<file path="config.mk">
export PLATFORM = sky130hd
export DESIGN_NAME = mtc_channel
export DESIGN_NICKNAME = d
export VERILOG_FILES = /design/src/include/mtc_pkg.sv /design/src/rtl/mtc_prio_pick.sv /design/src/rtl/mtc_slot_timer.sv /design/src/rtl/mtc_channel.sv
export SDC_FILE = /design/constraint.sdc
export NUM_CORES = 1
export LEC_CHECK = 0
export BUFFER_PORTS_ARGS = -buffer_cell sky130_fd_sc_hd__buf_2
export CAP_MARGIN = 20
export CORE_MARGIN = 8
export CORE_UTILIZATION = 51
export CTS_BUF_LIST = sky130_fd_sc_hd__clkbuf_8
export CTS_CLUSTER_DIAMETER = 200
export DETAILED_ROUTE_END_ITERATION = 8
export GPL_ROUTABILITY_DRIVEN = 0
export PLACE_DENSITY = 0.78
export SLEW_MARGIN = 10
export SYNTH_ARGS = -nofsm -noshare
export SYNTH_HDL_FRONTEND = slang
export SYNTH_HIERARCHICAL = 1
export SYNTH_SLANG_ARGS = --single-unit
</file>
<file path="constraint.sdc">
create_clock -name CLK_SYS -period 2.6 [get_ports CLK_SYS]
set_clock_uncertainty 0.15 [all_clocks]
set_input_delay 0.26 -clock CLK_SYS [delete_from_list [all_inputs] [get_ports CLK_SYS]]
set_output_delay 0.26 -clock CLK_SYS [all_outputs]
set_load 0.01 [all_outputs]
</file>
<file path="src/include/mtc_pkg.sv">
// Constants, field layout, register map and state codes of the multiplex transfer channel.
// Assumes a 125 MHz system clock and a 16-bit memory word with 14-bit addresses.
package mtc_pkg;
	// ********************************************************
	// Widths and counts
	// ********************************************************
	localparam int MAX_CHAN = 8;
	localparam int CHAN_IDX_W = 3;
	localparam int WORD_W = 16;
	localparam int MADDR_W = 14;
	localparam int APB_AW = 12;
	localparam int APB_DW = 32;
	// ********************************************************
	// Control word layout (bit 1 of the word is the most significant)
	// ********************************************************
	localparam int DIR_BIT = 15;
	localparam int MODE_BIT = 14;
	localparam logic [MADDR_W-1:0] CTL_BASE_ADDR = 14'h0008;
	// ********************************************************
	// Timing
	// ********************************************************
	localparam real XFER_TIME_US = 6.8;
	localparam real CLK_PERIOD_NS = 8.0;
	localparam real XFER_CYCLES_EXACT = XFER_TIME_US * 1000.0 / CLK_PERIOD_NS;
	localparam int XFER_CYCLES_RND = int'(XFER_CYCLES_EXACT);
	localparam int XFER_CYCLES = (real'(XFER_CYCLES_RND) < XFER_CYCLES_EXACT) ?
		XFER_CYCLES_RND + 1 : XFER_CYCLES_RND;
	// Cycles after select before the device word is taken through the synchroniser
	localparam int DIN_SETTLE = 3;
	// ********************************************************
	// Register map
	// ********************************************************
	localparam logic [APB_AW-1:0] REG_CTRL = 12'h000;
	localparam logic [APB_AW-1:0] REG_STATUS = 12'h004;
	localparam logic [APB_AW-1:0] REG_DONE = 12'h008;
	localparam logic [APB_AW-1:0] REG_IRQ_EN = 12'h00C;
	localparam int CTRL_EN_BIT = 0;
	localparam int STAT_BUSY_BIT = 0;
	localparam int STAT_HOG_BIT = 1;
	localparam int STAT_INC_BIT = 2;
	localparam int STAT_CHAN_LSB = 4;
	localparam logic CTRL_EN_RESET = 1'b0;
	// ********************************************************
	// Sequencer states
	// ********************************************************
	typedef enum logic [6:0] {
		ST_IDLE = 7'h01,
		ST_RD_EVEN = 7'h02,
		ST_RD_ODD = 7'h04,
		ST_WR_EVEN = 7'h08,
		ST_XFER = 7'h10,
		ST_MEM = 7'h20,
		ST_FINISH = 7'h40
	} mtc_state_t;
endpackage : mtc_pkg

</file>
<file path="src/rtl/mtc_prio_pick.sv">
// Lowest-numbered pending request picker.
// Assumes the request vector comes from logic on the same clock.
`timescale 1ns/100ps
`default_nettype none
module mtc_prio_pick #(
	parameter int N = mtc_pkg::MAX_CHAN
) (
	input wire logic [N-1:0] req,
	output logic valid,
	output logic [mtc_pkg::CHAN_IDX_W-1:0] idx
);
	import mtc_pkg::*;
	generate
		if (N < 1 || N > (1 << CHAN_IDX_W)) begin : g_bad_n
			$error("mtc_prio_pick: N out of range");
		end
	endgenerate
	// ********************************************************
	// Search from the top so the lowest index wins
	// ********************************************************
	always_comb begin
		valid = 1'b0;
		idx = '0;
		for (int i = N - 1; i >= 0; i--) begin
			if (req[i]) begin
				valid = 1'b1;
				idx = CHAN_IDX_W'(i);
			end
		end
	end
endmodule : mtc_prio_pick
`default_nettype wire

</file>
<file path="src/rtl/mtc_slot_timer.sv">
// Down counter that times the processor slot of one word transfer.
// Assumes start is a one-cycle pulse from the sequencer.
`timescale 1ns/100ps
`default_nettype none
module mtc_slot_timer #(
	parameter int CYCLES = mtc_pkg::XFER_CYCLES
) (
	input wire logic clk_sys,
	input wire logic reset,
	input wire logic start,
	output logic done
);
	import mtc_pkg::*;
	localparam int CW = $clog2(CYCLES + 1);
	generate
		if (CYCLES < 1) begin : g_bad_cycles
			$error("mtc_slot_timer: CYCLES must be at least one");
		end
	endgenerate
	logic [CW-1:0] cnt_q;
	// ********************************************************
	// Counter
	// ********************************************************
	always_ff @(posedge clk_sys) begin
		if (reset) begin
			cnt_q <= '0;
		end else if (start) begin
			cnt_q <= CW'(CYCLES - 1);
		end else if (cnt_q != '0) begin
			cnt_q <= cnt_q - CW'(1);
		end
	end
	assign done = (cnt_q == '0) && !start;
endmodule : mtc_slot_timer
`default_nettype wire

</file>
<file path="src/rtl/mtc_channel.sv">
// Multiplex transfer channel: cycle-stealing one-word transfers for up to eight subchannels.
// Assumes a CPU that reports instruction boundaries and obeys HOLD_CPU, and a handshaked memory.
//
// Design decisions made here: the placing of the registers and the APB register port.
`timescale 1ns/100ps
`default_nettype none
module mtc_channel #(
	parameter int N_CHAN = mtc_pkg::MAX_CHAN
) (
	input wire logic CLK_SYS,
	input wire logic RESET,
	input wire logic PSEL,
	input wire logic PENABLE,
	input wire logic PWRITE,
	input wire logic [mtc_pkg::APB_AW-1:0] PADDR,
	input wire logic [mtc_pkg::APB_DW-1:0] PWDATA,
	output logic [mtc_pkg::APB_DW-1:0] PRDATA,
	output logic PREADY,
	output logic PSLVERR,
	input wire logic INSTR_BOUNDARY,
	output logic STEAL_REQ,
	output logic HOLD_CPU,
	output logic MEM_REQ,
	output logic MEM_WE,
	output logic [mtc_pkg::MADDR_W-1:0] MEM_ADDR,
	output logic [mtc_pkg::WORD_W-1:0] MEM_WDATA,
	input wire logic [mtc_pkg::WORD_W-1:0] MEM_RDATA,
	input wire logic MEM_ACK,
	input wire logic [N_CHAN-1:0] TRANSFER_REQUEST_LINE,
	output logic [N_CHAN-1:0] TRANSFER_SELECT_LINE,
	output logic END_OF_RANGE_LINE,
	input wire logic EXT_STOP,
	input wire logic [mtc_pkg::WORD_W-1:0] IO_DATA_IN,
	output logic [mtc_pkg::WORD_W-1:0] IO_DATA_OUT,
	output logic IO_STROBE,
	output logic IO_INPUT_DIR,
	output logic PI_DEFER,
	input wire logic CLK_INC_REQ,
	output logic CLK_INC_GRANT,
	output logic STD_INT_REQ
);
	import mtc_pkg::*;
	generate
		if (N_CHAN < 1 || N_CHAN > MAX_CHAN) begin : g_bad_chan
			$error("mtc_channel: N_CHAN out of range");
		end
	endgenerate

	// ********************************************************
	// Functions
	// ********************************************************
	function automatic logic [MADDR_W-1:0] ctl_addr(input logic [CHAN_IDX_W-1:0] ch,
		input logic odd);
		ctl_addr = CTL_BASE_ADDR + MADDR_W'({ch, odd});
	endfunction : ctl_addr

	function automatic logic [N_CHAN-1:0] chan_mask(input logic [CHAN_IDX_W-1:0] ch);
		chan_mask = '0;
		chan_mask[ch] = 1'b1;
	endfunction : chan_mask

	// ********************************************************
	// Signals
	// ********************************************************
	logic [N_CHAN-1:0] req_meta_q, req_sync_q, armed_q, pend;
	logic stop_meta_q, stop_sync_q;
	logic [WORD_W-1:0] din_meta_q, din_sync_q;
	logic pick_valid;
	logic [CHAN_IDX_W-1:0] pick_idx;
	mtc_state_t st_q;
	logic [CHAN_IDX_W-1:0] chan_q;
	logic [WORD_W-1:0] ctl_q;
	logic [MADDR_W-1:0] final_q, cur_q;
	logic last_q, hog_q, hold_q, steal_q;
	logic enable_q, pready_q, pslverr_q;
	logic [APB_DW-1:0] prdata_q, rd_data;
	logic [N_CHAN-1:0] done_q, irq_en_q, done_set, done_clr;
	logic inc_pend_q, inc_grant_q, inc_fire, pi_defer_q, std_int_q;
	logic mem_req_q, mem_we_q;
	logic [MADDR_W-1:0] mem_addr_q;
	logic [WORD_W-1:0] mem_wdata_q, dout_q;
	logic [N_CHAN-1:0] sel_q;
	logic eor_q, strobe_q, dir_q;
	logic [1:0] xwait_q;
	logic start, slot_done, apb_setup, apb_wr, mapped;
	int slot_cnt_q;

	// ********************************************************
	// Pin synchronisers
	// ********************************************************
	always_ff @(posedge CLK_SYS) begin
		if (RESET) begin
			req_meta_q <= '0;
			req_sync_q <= '0;
			stop_meta_q <= 1'b0;
			stop_sync_q <= 1'b0;
			din_meta_q <= '0;
			din_sync_q <= '0;
		end else begin
			req_meta_q <= TRANSFER_REQUEST_LINE;
			req_sync_q <= req_meta_q;
			stop_meta_q <= EXT_STOP;
			stop_sync_q <= stop_meta_q;
			din_meta_q <= IO_DATA_IN;
			din_sync_q <= din_meta_q;
		end
	end

	// ********************************************************
	// Arbitration
	// ********************************************************
	assign pend = req_sync_q & armed_q & {N_CHAN{enable_q}};

	mtc_prio_pick #(
		.N(N_CHAN)
	) u_pick (
		.req(pend),
		.valid(pick_valid),
		.idx(pick_idx)
	);

	assign start = (st_q == ST_IDLE) && pick_valid && (INSTR_BOUNDARY || hold_q);
	assign inc_fire = inc_pend_q && (st_q == ST_IDLE) && !hold_q && !pick_valid;

	always_ff @(posedge CLK_SYS) begin
		if (RESET) begin
			armed_q <= '0;
			steal_q <= 1'b0;
			pi_defer_q <= 1'b0;
			inc_pend_q <= 1'b0;
			inc_grant_q <= 1'b0;
		end else begin
			armed_q <= (armed_q | ~req_sync_q) & ~(start ? chan_mask(pick_idx) : '0);
			steal_q <= pick_valid && !hold_q;
			pi_defer_q <= pick_valid || hold_q;
			inc_pend_q <= (inc_pend_q && !inc_fire) || CLK_INC_REQ;
			inc_grant_q <= inc_fire;
		end
	end

	// ********************************************************
	// Slot timer
	// ********************************************************
	mtc_slot_timer #(
		.CYCLES(XFER_CYCLES)
	) u_slot (
		.clk_sys(CLK_SYS),
		.reset(RESET),
		.start(start),
		.done(slot_done)
	);

	// ********************************************************
	// Transfer sequencer
	// ********************************************************
	always_ff @(posedge CLK_SYS) begin
		if (RESET) begin
			st_q <= ST_IDLE;
			chan_q <= '0;
			ctl_q <= '0;
			final_q <= '0;
			cur_q <= '0;
			last_q <= 1'b0;
			hog_q <= 1'b0;
			hold_q <= 1'b0;
			mem_req_q <= 1'b0;
			mem_we_q <= 1'b0;
			mem_addr_q <= '0;
			mem_wdata_q <= '0;
			sel_q <= '0;
			eor_q <= 1'b0;
			strobe_q <= 1'b0;
			dir_q <= 1'b0;
			dout_q <= '0;
			xwait_q <= '0;
		end else begin
			case (st_q)
				ST_IDLE: begin
					if (start) begin
						chan_q <= pick_idx;
						hold_q <= 1'b1;
						mem_req_q <= 1'b1;
						mem_we_q <= 1'b0;
						mem_addr_q <= ctl_addr(pick_idx, 1'b0);
						st_q <= ST_RD_EVEN;
					end else if (!pick_valid && !hog_q) begin
						hold_q <= 1'b0;
					end
				end
				ST_RD_EVEN: begin
					if (MEM_ACK) begin
						ctl_q <= MEM_RDATA;
						mem_addr_q <= ctl_addr(chan_q, 1'b1);
						st_q <= ST_RD_ODD;
					end
				end
				ST_RD_ODD: begin
					if (MEM_ACK) begin
						final_q <= MEM_RDATA[MADDR_W-1:0];
						cur_q <= ctl_q[MADDR_W-1:0] + MADDR_W'(1);
						mem_we_q <= 1'b1;
						mem_addr_q <= ctl_addr(chan_q, 1'b0);
						mem_wdata_q <= {ctl_q[DIR_BIT], ctl_q[MODE_BIT],
							ctl_q[MADDR_W-1:0] + MADDR_W'(1)};
						st_q <= ST_WR_EVEN;
					end
				end
				ST_WR_EVEN: begin
					if (MEM_ACK) begin
						mem_req_q <= 1'b0;
						mem_we_q <= 1'b0;
						sel_q <= chan_mask(chan_q);
						dir_q <= ctl_q[DIR_BIT];
						last_q <= (cur_q == final_q);
						xwait_q <= '0;
						st_q <= ST_XFER;
					end
				end
				ST_XFER: begin
					if (xwait_q != 2'(DIN_SETTLE)) begin
						xwait_q <= xwait_q + 2'h1;
					end else begin
						mem_req_q <= 1'b1;
						mem_we_q <= dir_q;
						mem_addr_q <= cur_q;
						mem_wdata_q <= din_sync_q;
						st_q <= ST_MEM;
					end
				end
				ST_MEM: begin
					if (MEM_ACK) begin
						mem_req_q <= 1'b0;
						mem_we_q <= 1'b0;
						if (!dir_q) begin
							dout_q <= MEM_RDATA;
						end
						strobe_q <= 1'b1;
						eor_q <= last_q;
						st_q <= ST_FINISH;
					end
				end
				ST_FINISH: begin
					strobe_q <= 1'b0;
					if (slot_done) begin
						sel_q <= '0;
						eor_q <= 1'b0;
						hog_q <= ctl_q[MODE_BIT] && !last_q;
						st_q <= ST_IDLE;
					end
				end
				default: begin
					st_q <= ST_IDLE;
				end
			endcase
			if (stop_sync_q) begin
				hog_q <= 1'b0;
			end
		end
	end

	// ********************************************************
	// APB slave
	// ********************************************************
	assign apb_setup = PSEL && PENABLE && !pready_q;
	assign apb_wr = PSEL && PENABLE && pready_q && PWRITE;
	assign mapped = (PADDR == REG_CTRL) || (PADDR == REG_STATUS) ||
		(PADDR == REG_DONE) || (PADDR == REG_IRQ_EN);

	always_comb begin
		rd_data = '0;
		case (PADDR)
			REG_CTRL: rd_data[CTRL_EN_BIT] = enable_q;
			REG_STATUS: begin
				rd_data[STAT_BUSY_BIT] = (st_q != ST_IDLE);
				rd_data[STAT_HOG_BIT] = hog_q;
				rd_data[STAT_INC_BIT] = inc_pend_q;
				rd_data[STAT_CHAN_LSB +: CHAN_IDX_W] = chan_q;
			end
			REG_DONE: rd_data[N_CHAN-1:0] = done_q;
			REG_IRQ_EN: rd_data[N_CHAN-1:0] = irq_en_q;
			default: rd_data = '0;
		endcase
	end

	always_ff @(posedge CLK_SYS) begin
		if (RESET) begin
			pready_q <= 1'b0;
			pslverr_q <= 1'b0;
			prdata_q <= '0;
			enable_q <= CTRL_EN_RESET;
			irq_en_q <= '0;
		end else begin
			pready_q <= apb_setup;
			if (apb_setup) begin
				prdata_q <= rd_data;
				pslverr_q <= !mapped;
			end
			if (apb_wr && PADDR == REG_CTRL) begin
				enable_q <= PWDATA[CTRL_EN_BIT];
			end
			if (apb_wr && PADDR == REG_IRQ_EN) begin
				irq_en_q <= PWDATA[N_CHAN-1:0];
			end
		end
	end

	// ********************************************************
	// Block-complete flags and subchannel interrupt
	// ********************************************************
	assign done_set = (st_q == ST_FINISH && slot_done && last_q) ? chan_mask(chan_q) : '0;
	assign done_clr = (apb_wr && PADDR == REG_DONE) ? PWDATA[N_CHAN-1:0] : '0;

	always_ff @(posedge CLK_SYS) begin
		if (RESET) begin
			done_q <= '0;
			std_int_q <= 1'b0;
		end else begin
			done_q <= (done_q & ~done_clr) | done_set;
			std_int_q <= |(done_q & irq_en_q);
		end
	end

	// ********************************************************
	// Outputs
	// ********************************************************
	assign PRDATA = prdata_q;
	assign PREADY = pready_q;
	assign PSLVERR = pslverr_q;
	assign STEAL_REQ = steal_q;
	assign HOLD_CPU = hold_q;
	assign MEM_REQ = mem_req_q;
	assign MEM_WE = mem_we_q;
	assign MEM_ADDR = mem_addr_q;
	assign MEM_WDATA = mem_wdata_q;
	assign TRANSFER_SELECT_LINE = sel_q;
	assign END_OF_RANGE_LINE = eor_q;
	assign IO_DATA_OUT = dout_q;
	assign IO_STROBE = strobe_q;
	assign IO_INPUT_DIR = dir_q;
	assign PI_DEFER = pi_defer_q;
	assign CLK_INC_GRANT = inc_grant_q;
	assign STD_INT_REQ = std_int_q;

	// ********************************************************
	// Checks
	// ********************************************************
	always_ff @(posedge CLK_SYS) begin
		if (RESET || start) begin
			slot_cnt_q <= 0;
		end else if (slot_cnt_q < XFER_CYCLES) begin
			slot_cnt_q <= slot_cnt_q + 1;
		end
	end

	property p_start_boundary;
		@(posedge CLK_SYS) disable iff (RESET)
		$rose(HOLD_CPU) |-> $past(INSTR_BOUNDARY);
	endproperty
	a_start_boundary: assert property (p_start_boundary)
		else $error("service began inside an instruction");

	property p_one_strobe;
		@(posedge CLK_SYS) disable iff (RESET)
		IO_STROBE |=> !IO_STROBE ##1 (!IO_STROBE || $past(st_q) == ST_MEM);
	endproperty
	a_one_strobe: assert property (p_one_strobe)
		else $error("word strobe longer than one cycle");

	property p_slot_time;
		@(posedge CLK_SYS) disable iff (RESET)
		(st_q == ST_FINISH && slot_done) |-> slot_cnt_q >= XFER_CYCLES - 1;
	endproperty
	a_slot_time: assert property (p_slot_time)
		else $error("transfer slot shorter than the word time");

	property p_eor_selected;
		@(posedge CLK_SYS) disable iff (RESET)
		END_OF_RANGE_LINE |-> (TRANSFER_SELECT_LINE != '0) && last_q;
	endproperty
	a_eor_selected: assert property (p_eor_selected)
		else $error("end of range without selected last word");

	property p_select_onehot;
		@(posedge CLK_SYS) disable iff (RESET)
		$onehot0(TRANSFER_SELECT_LINE) && (TRANSFER_SELECT_LINE == '0 || HOLD_CPU);
	endproperty
	a_select_onehot: assert property (p_select_onehot)
		else $error("select lines not one-hot or not during a steal");

	property p_hog_hold;
		@(posedge CLK_SYS) disable iff (RESET)
		hog_q |-> HOLD_CPU;
	endproperty
	a_hog_hold: assert property (p_hog_hold)
		else $error("processor released during block mode");

	property p_pi_defer;
		@(posedge CLK_SYS) disable iff (RESET)
		pick_valid |=> PI_DEFER;
	endproperty
	a_pi_defer: assert property (p_pi_defer)
		else $error("priority interrupt not deferred by pending transfer");

	property p_inc_blocked;
		@(posedge CLK_SYS) disable iff (RESET)
		CLK_INC_GRANT |-> !$past(hold_q) && !$past(pick_valid);
	endproperty
	a_inc_blocked: assert property (p_inc_blocked)
		else $error("clock increment granted over a transfer");

	property p_lowest_first;
		@(posedge CLK_SYS) disable iff (RESET)
		start |=> (chan_q == $past(pick_idx)) &&
			(($past(pend) & (chan_mask(chan_q) - N_CHAN'(1))) == '0);
	endproperty
	a_lowest_first: assert property (p_lowest_first)
		else $error("lower pending subchannel was skipped");

	property p_stop_hog;
		@(posedge CLK_SYS) disable iff (RESET)
		stop_sync_q |=> !hog_q;
	endproperty
	a_stop_hog: assert property (p_stop_hog)
		else $error("external stop did not end block mode");

	property p_done_flag;
		@(posedge CLK_SYS) disable iff (RESET)
		(st_q == ST_FINISH && slot_done && last_q) |=> done_q[$past(chan_q)];
	endproperty
	a_done_flag: assert property (p_done_flag)
		else $error("block complete flag not set");
endmodule : mtc_channel
`default_nettype wire

</file>
# == Word level (Yosys, flattened, before mapping) ==
# Index checks and enable logic that the tools add are counted.
# op_classes
add_sub_neg,6
mul,0
div_mod_pow,0
magnitude_cmp,4
eq_ne,22
n_shift,0
muxes,66
bitwise,11
reduce_logical,67
# ops
op,n
14-bit 2-to-1 mux,4
14-bit case mux with 4 select lines,1
7-bit 2-to-1 mux,7
7-bit case mux with 7 select lines,1
8-bit bitwise AND,5
8-bit 2-to-1 mux,5
16-bit 2-to-1 mux,2
16-bit case mux with 2 select lines,1
"12-bit by 4-bit equality test with 1-bit output, second input constant",2
3-bit 2-to-1 mux,8
8-bit inverter,3
1-bit logical AND,21
1-bit 2-to-1 mux,20
10-bit 2-to-1 mux,2
"2-bit inequality test, second input constant",9
8-bit bitwise OR,2
8-bit case mux with 2 select lines,1
"4-bit by 4-bit adder with 5-bit output, first input constant",3
3-bit AND reduction,5
"14-bit by 1-bit adder with 14-bit output, second input constant",1
14-bit equality test,1
2-bit AND reduction,7
"12-bit by 3-bit equality test with 1-bit output, second input constant",1
12-bit zero test,1
other kinds (34),63
# word_totals
reg_bits,218
latch_bits,0
ram_bits,0
rom_bits,0
in_bits,93
output_inout_bits,98
wordCells,214
n_memories,0

# == Logic depth before layout (Yosys ltp) ==
# Gate-level depths: netlist (run 1).
# logic_depth
word_depth,18
ltp_mapped,12
depth_no_buf,12

# == Modules after synthesis ==
# Netlist (run 1), hierarchy kept.
# by_module_without_submodules
mod,n_inst,cells_each,area_per_inst_um2,seq_area_each_um2
mtc_channel,1,939,8399.3,4164.0
mtc_slot_timer,1,59,546.8,200.2
mtc_prio_pick,1,13,80.1,0.0

# == Worst setup path after synthesis (run 1) ==
# Ideal clock, no wire load.
# synth_path
path_kind,reg2reg
startpoint,register enable_q
endpoint,"register sel_q[0], in the netlist TRANSFER_SELECT_LINE[0]"
setup_time_ns,0.117
arrival_ns,2.573
t_required_ns,2.333
slack_ns,-0.240
stages_incl_launch_ff,13
n_path_buf,0
synth_period_minus_slack_ns,2.840
cell_sequence,dfxtp_1 > and3_1 > nor4_1 > nand2_1 > o21a_1 > nand3_1 > inv_1 > nor2_1 > nand3b_1 > o21a_1 > nor3_2 > nor2_1 > o22a_1
# synth_via
elab_cells_between_ends,15
classes_between,eq/ne (1); mux (8); bitwise (1); reduce/logical (5)
# synth_rtl
item,line_no,rtl
"start, declared",mtc_channel.sv:75,"logic enable_q, pready_q, pslverr_q;"
"start signal, assigned",mtc_channel.sv:299,enable_q <= PWDATA[CTRL_EN_BIT];
8-bit bitwise AND,mtc_channel.sv:112,assign pend = req_sync_q & armed_q & {N_CHAN{enable_q}};
named net pend[5],mtc_channel.sv:65,"logic [N_CHAN-1:0] req_meta_q, req_sync_q, armed_q, pend;"
1-bit 2-to-1 mux (6 in a row),mtc_prio_pick.sv:25,if (req[i]) begin
named net pick_valid,mtc_channel.sv:68,logic pick_valid;
1-bit logical AND (2 in a row),mtc_channel.sv:122,assign start = (st_q == ST_IDLE) && pick_valid && (INSTR_BOUNDARY || hold_q);
named net start,mtc_channel.sv:85,"logic start, slot_done, apb_setup, apb_wr, mapped;"
1-bit zero test,mtc_slot_timer.sv:33,assign done = (cnt_q == '0) && !start;
1-bit logical AND,mtc_slot_timer.sv:33,
named net slot_done,mtc_channel.sv:85,
2-bit inequality test (no line),n/a,
3-bit AND reduction (no line),n/a,
"end signal, assigned",mtc_channel.sv:212,sel_q <= chan_mask(chan_q);
"end, declared",mtc_channel.sv:82,logic [N_CHAN-1:0] sel_q;
# The timed path passes the listed nets, and every way through them passes these cells.
# A chain may end at the register's enable or synchronous reset.

# == Final worst setup path (run 1) ==
# layout_path
startpoint,register enable_q
endpoint,register inc_pend_q
# layout_via
elab_cells_between_ends,14
classes_between,mux (8); bitwise (1); reduce/logical (5)
# layout_rtl
item,line_no,rtl
8-bit bitwise AND,mtc_channel.sv:112,
named net pend[5],mtc_channel.sv:65,
1-bit 2-to-1 mux (6 in a row),mtc_prio_pick.sv:25,
named net pick_valid,mtc_channel.sv:68,
1-bit zero test,mtc_channel.sv:123,assign inc_fire = inc_pend_q && (st_q == ST_IDLE) && !hold_q && !pick_valid;
1-bit logical AND,mtc_channel.sv:123,
1-bit zero test,mtc_channel.sv:136,inc_pend_q <= (inc_pend_q && !inc_fire) || CLK_INC_REQ;
1-bit logical AND,mtc_channel.sv:136,
1-bit logical OR,mtc_channel.sv:136,
"end signal, assigned",mtc_channel.sv:136,
"end, declared",mtc_channel.sv:78,"logic inc_pend_q, inc_grant_q, inc_fire, pi_defer_q, std_int_q;"
# The timed path passes the listed nets, and every way through them passes these cells.

==> out/results.tsv, run 1 <==
metric	value	unit
final hold vios	0	
total power per unit cell area	633	nW/um^2
Final Cycle Share	0.943	
grt total ovfl	0	
register bit total from synthesis	218	
core area	17300	sq um
DRC Markers	0	
Min Clock Period, post-route	2.45	ns
max_cap viols	0	
Slew HR	0.609	
routed via count	7926	
Pint	5.37	mW
critical path fanouts, max	9	
Hold Crit Class	in2reg	
ys async rst share	0	
ANT nets after route	0	
vias in the first global route	7712	
Port-buffer cells	142	
DPL Wire Length	16400	microns
H-tree depth	2	
sw frac	0.252	
aggregate global-route resource usage	0.210	
first-pass GRT wire length	38600	microns
PnR Total Power	7.18	mW
drt wl/cell	16.1	microns
clk sink count	218	
CTS tree	yes	
Die Height	149	microns
Ys Warns	6	
Mapped Cells	1011	
Die ar.	22200	sq um
worst slack at placement	0.00827	ns
Max stage delay on crit path	0.56	ns
Longest Clk Path Bufs	3	
initial drt markers	527	
area delta synth->final	25.7	%
slowest cell on the critical path	dlygate4sd3_1	
CTS root buf	clkbuf_8	
Pre-antenna DRT Iters	5	
largest net degree at the start of global routing	81	
clock share of power	0.393	
logic gate share of total power	0.112	
Pleak	4.66	nW
RSZ-0062 raised after global routing	false	
Mapped Avg Cell Area	8.93	sq um
reg-to-reg slack, setup	0.15	ns
Final nets	1330	
Num CTS Buffers	36	
Reg power frac	0.494	
final worst setup slack	0.148	ns
maximum VDD drop	549	uV
vias per cell	5.35	
max-slew violation count	0	
crit path cell chain	and3_1 > nor4_2 > nand2_1 > buf_4 > nor2_2 > nand3_1 > a21oi_1 > nor2_1 > dlygate4sd3_1	
WL final	23900	microns
# fillers	1387	
switching pwr	1.81	mW
Die Wd	149	microns
FMAX	408	MHz
sequential area share after synthesis	0.484	
CP required	2.86	ns
setup TNS	0	ns
layout cells sized above 1	0.216	
nature of the critical path startpoint	register	
EDFF count, synth	0	
Distinct cells, synth	77	
standard-cell row count	48	
Worst Path Arrival	2.71	ns
Worst setup EP type	register	
outcome	finished clean	
initial antenna violation count	0	
Crit Path Class	reg2reg	
setup violators final	0	
Clk Latency, worst-skew pair	0.52	ns
Post-synth top flop	dfxtp_1	
Initial Util	0.522	
Slew @ Worst Pin	0.586	ns
antenna cells	0	
Worst-path clk slew	0.06	ns
num ports	191	
Mapped Area	9030	sq um
## kinds of logic (layout without fill, tap and decap cells)
logic type      after synthesis  in the layout  synth area share
simple gates                420            420             0.236
flops                       218            218             0.484
compound gates              201            201             0.147
buf+inv                     100            322            0.0557
mux                          38             38            0.0437
xor+xnor                     30             30            0.0291
fa+ha+maj                     3              3           0.00416
other cells                   1             24          0.000415
## layout make-up
type	instances	area, sq um	share of cell area
tap	225	282	0.0248
clock buffer	44	606	0.0534
clock inverter	16	70.1	0.00618
timing repair buffer	242	1630	0.144
inverter	20	75.1	0.00662
multi-input combinational	716	4320	0.381
sequential	218	4370	0.385
## layer usage
layer  track usage  part of all wire  vias up
met4        0.0611             0.017        0
met2         0.337              0.46      313
met3        0.0667              0.10       41
li1              -                 -     3905
met5             0                 0        -
met1         0.264              0.42     3667
## Yosys cell counts (3+ instances only)
cell type	number	area, sq um
buf_1	7	26.3
a211oi_1	14	105
xor2_1	6	52.6
nand4_1	9	56.3
clkbuf_1	41	154
a211o_1	4	35.0
a21o_1	3	22.5
or4_1	4	30.0
o22a_1	8	70.1
nor2b_1	63	394
ha_1	3	37.5
a31o_2	3	26.3
a32o_1	7	70.1
o21ai_0	22	110
a21oi_1	83	415
buf_2	5	25.0
a221oi_1	6	52.6
nand3_1	20	100
a311oi_1	5	43.8
mux2i_1	36	360
nand3b_1	5	37.5
dfxtp_1	218	4360
buf_4	24	180
nor3_1	18	90.1
or2_2	3	18.8
o21a_1	9	67.6
nand2_1	134	503
nor3_2	3	30.0
a31oi_1	6	37.5
inv_1	20	75.1
nor4_1	10	62.6
and3_1	11	68.8
o211ai_1	4	30.0
xnor2_1	24	210
nor2_1	105	394
and2_1	6	37.5
nor3b_1	3	22.5
a22oi_1	6	45.0
nand2b_1	7	43.8
## final timing paths
path	start	end	depth (start not counted)
worst max-delay path	enable_q	inc_pend_q	9
worst min-delay path	PADDR[7]	PSLVERR	5
worst max register to register	enable_q	inc_pend_q	9
worst min register to register	req_meta_q[5]	req_sync_q[5]	1
## power groups by stage
stage,clock [mW],sequential (mW),combinational [mW]
CTS,2.88,3.55,0.786
finish,2.82,3.55,0.807
global route,3.06,3.56,0.885
global placement,0,3.62,0.702
floorplan,0,3.60,0.534
detailed placement,0,3.62,0.714
## repair_timing
item / 4_1_cts / 5_1_grt
setup endpoints to repair: 1 / 35
hold buffers: 55 / 0
pin swaps: 0 / 2
resized for setup: 1 / 7
hold endpoints to repair: 109 / 0
setup buffers: 0 / 1
## stage by stage
| step | area [sq um] | hold slack (ns) | utilization | std cells |
|---|---|---|---|---|
| 6_report | 11300 | 0.0409 | 0.656 | 1481 |
| 5_1_grt | 11300 | 0.0990 | 0.656 | 1481 |
| 3_5_place_dp | 10100 | 0.274 | 0.582 | 1365 |
| 4_1_cts | 11300 | 0.0219 | 0.654 | 1480 |
| 3_3_place_gp | 10100 | 0.267 | 0.582 | 1365 |
| 2_1_floorplan | 9140 | 0.179 | - | 1034 |
## sequential cells by signal (all words and copies together) (netlist names), 2 cells and up
signal and flops:
chan_q 3, TRANSFER_SELECT_LINE 8, MEM_ADDR 14, armed_q 8, cur_q 14, xwait_q 2
din_sync_q 16, din_meta_q 16, ctl_q 16, req_meta_q 8, u_slot/cnt_q 10, MEM_WDATA 16
st_q 7, done_q 8, req_sync_q 8, irq_en_q 8, PRDATA 8, final_q 14
IO_DATA_OUT 16
## critical path, delay by kind of cell (launching register included)
kind                   cells  cell delay, ns
AO/OA/AOI/OAI              1            0.17
buffers and inverters      2            0.72
flip-flops                 1            0.36
AND/OR/NAND/NOR            6            0.93
## placed cells by master, fill, tap and decap left out, types with 19 or more instances in the layout
cell,count
dfxtp_1,217
buf_2,141
nand2_1,134
nor2_1,102
a21oi_1,83
nor2b_1,63
dlygate4sd3_1,55
clkbuf_8,44
buf_4,43
mux2i_1,36
inv_1,31
xnor2_1,24
conb_1,24
o21ai_0,22
nand3_1,19
No activity file was read; power rests on OpenSTA's default activity.
==> inputs of run 2 (changes only) <==
REMOVE_ABC_BUFFERS = 1   (was not set)
==> out/results.tsv, run 2 (synthesized netlist as in run 1, its figures left out) <==
metric	value	unit	change
outcome	finished clean		
initial drt markers	703		+33%
DPL Wire Length	16800	microns	+2.2%
clk sink count	218		unchanged
final hold vios	0		unchanged
ANT nets after route	0		unchanged
Slew HR	0.491		-0.119
Worst setup EP type	register		
DRC Markers	0		unchanged
standard-cell row count	48		unchanged
Min Clock Period, post-route	2.52	ns	+0.0681 ns
aggregate global-route resource usage	0.218		+0.00869
CP startpoint	st_q[6]		
most common cell after layout, fill and taps aside	dfxtp_1		
drt wl/cell	16.6	microns	+2.8%
Final nets	1341		+0.83%
layout cells sized above 1	0.233		+0.0168
antenna cells	0		unchanged
area delta synth->final	28.3	%	
total power per unit cell area	657	nW/um^2	+3.8%
Die ar.	22200	sq um	unchanged
Num CTS Buffers	36		unchanged
RSZ-0062 raised after global routing	true		
Slew @ Worst Pin	0.764	ns	+0.178 ns
setup violators final	0		unchanged
GRT met2 Usage	0.374		+0.0371
setup bufs post-CTS	0		unchanged
Pre-antenna DRT Iters	6		+1
grt total ovfl	0		unchanged
HP Start	PADDR[7]		
CTS root buf	clkbuf_8		
core area	17300	sq um	unchanged
initial antenna violation count	0		unchanged
maximum VDD drop	383	uV	-30%
Final Instance Area	11600	sq um	+2.1%
CTS tree	yes		
launch point of the worst reg-to-reg path	st_q[6]		
Initial Util	0.522		unchanged
vias in the first global route	7920		+2.7%
Die Wd	149	microns	unchanged
Die Height	149	microns	unchanged
Crit Path Class	reg2reg		
max_cap viols	0		unchanged
num ports	191		unchanged
WL final	24800	microns	+4.0%
vias per cell	5.34		-0.26%
Longest Clk Path Bufs	3		unchanged
most frequent cells in the layout	217 x dfxtp_1, 141 x buf_2, 133 x nand2_1, 103 x nor2_1, 83 x a21oi_1		
met3 usage	0.0449		-0.0218
Port-buffer cells	142		unchanged
nature of the critical path startpoint	register		
CP required	2.85	ns	about the same
# fillers	1379		-0.58%
Post-DP Area	10100	sq um	+0.66%
routed via count	7996		+0.88%
global-route met1 utilization	0.255		-0.00897
max-slew violation count	0		unchanged
Pleak	4.77	nW	+2.4%
Worst-path clk slew	0.06	ns	about the same
Placed Cells incl. Taps	1376		+0.81%
critical path fanouts, max	16		+7
first-pass GRT wire length	39700	microns	+3.0%
largest net degree at the start of global routing	40		-51%
H-tree depth	2		unchanged
GRT busiest layer	met2		
Hold Crit Class	in2reg		
Clk Latency, worst-skew pair	0.54	ns	+0.02 ns
final std cells w/o fill	1498		+1.1%
FMAX	397	MHz	-2.7%
Worst Path Arrival	2.77	ns	+0.06 ns
Final Cycle Share	0.969		+0.0262
run 2: cell types whose count changed in the layout (fill, tap and decap cells not counted), moves of 3 or more:
cell       before  now
bufinv_16       0    3
and3_2          0    4
clkinv_2        2    7
and3_4          0    3
buf_4          43   52
and3_1         11    4
run 2: area by class of cell:
type	instances	area [sq um]	area share
inverter	20	75.1	0.00648
clock buffer	43	592	0.0511
timing repair buffer	253	1730	0.149
sequential	218	4370	0.377
tap	225	282	0.0243
multi-input combinational	716	4340	0.375
clock inverter	23	194	0.0167
run 2: power breakdown:
| group | internal (mW) | total (mW) | switching, mW |
|---|---|---|---|
| clock network | 1.83 | 3.22 | 1.39 |
| logic | 0.415 | 0.843 | 0.428 |
| registers | 3.45 | 3.55 | 0.0991 |
run 2: critical path, stage by stage (launching register included):
cell     delay, ns
dfxtp_1       0.33
buf_4         0.17
or3_1         0.51
or4_4         0.60
nor2_8        0.12
buf_12        0.18
mux2i_1       0.25
nor2_1        0.06
run 2: path summary, 6_finish.rpt:
kind | endpoint | cells past startpoint | slack (ns)
hold / removal | PSLVERR | 5 | 0.02
setup reg to reg | IO_DATA_OUT[10] | 7 | 0.08
setup / recovery | IO_DATA_OUT[10] | 7 | 0.08
hold reg to reg | hog_q | 1 | 0.26
run 2: timing repair:
item                                    4_1_cts  5_1_grt
endpoints found under the setup margin       32       31
pin swaps                                     0        2
gates resized for setup                       5       17
hold buffers                                 56        0
endpoints found under the hold margin       102        0
run 2: metal layers:
layer  wire, microns  part of all wire  vias up
met5               0                 0        -
met4             912             0.037        0
met3            1760             0.071       65
met2           12000              0.48      300
met1           10200              0.41     3693
li1                -                 -     3938
run 2: through the flow:
stage / util / setup TNS (ns) / power (mW) / setup slack (ns) / hold slack (ns)
2_1_floorplan: - / -2.08 / 4.06 / -0.240 / 0.179
3_3_place_gp: 0.586 / -0.350 / 4.34 / -0.0899 / 0.244
3_5_place_dp: 0.586 / -2.43 / 4.36 / -0.197 / 0.258
4_1_cts: 0.665 / 0 / 7.63 / 0.0145 / 0.0147
5_1_grt: 0.670 / -0.0320 / 7.91 / -0.0241 / 0.0533
6_report: 0.670 / 0 / 7.61 / 0.0801 / 0.0238
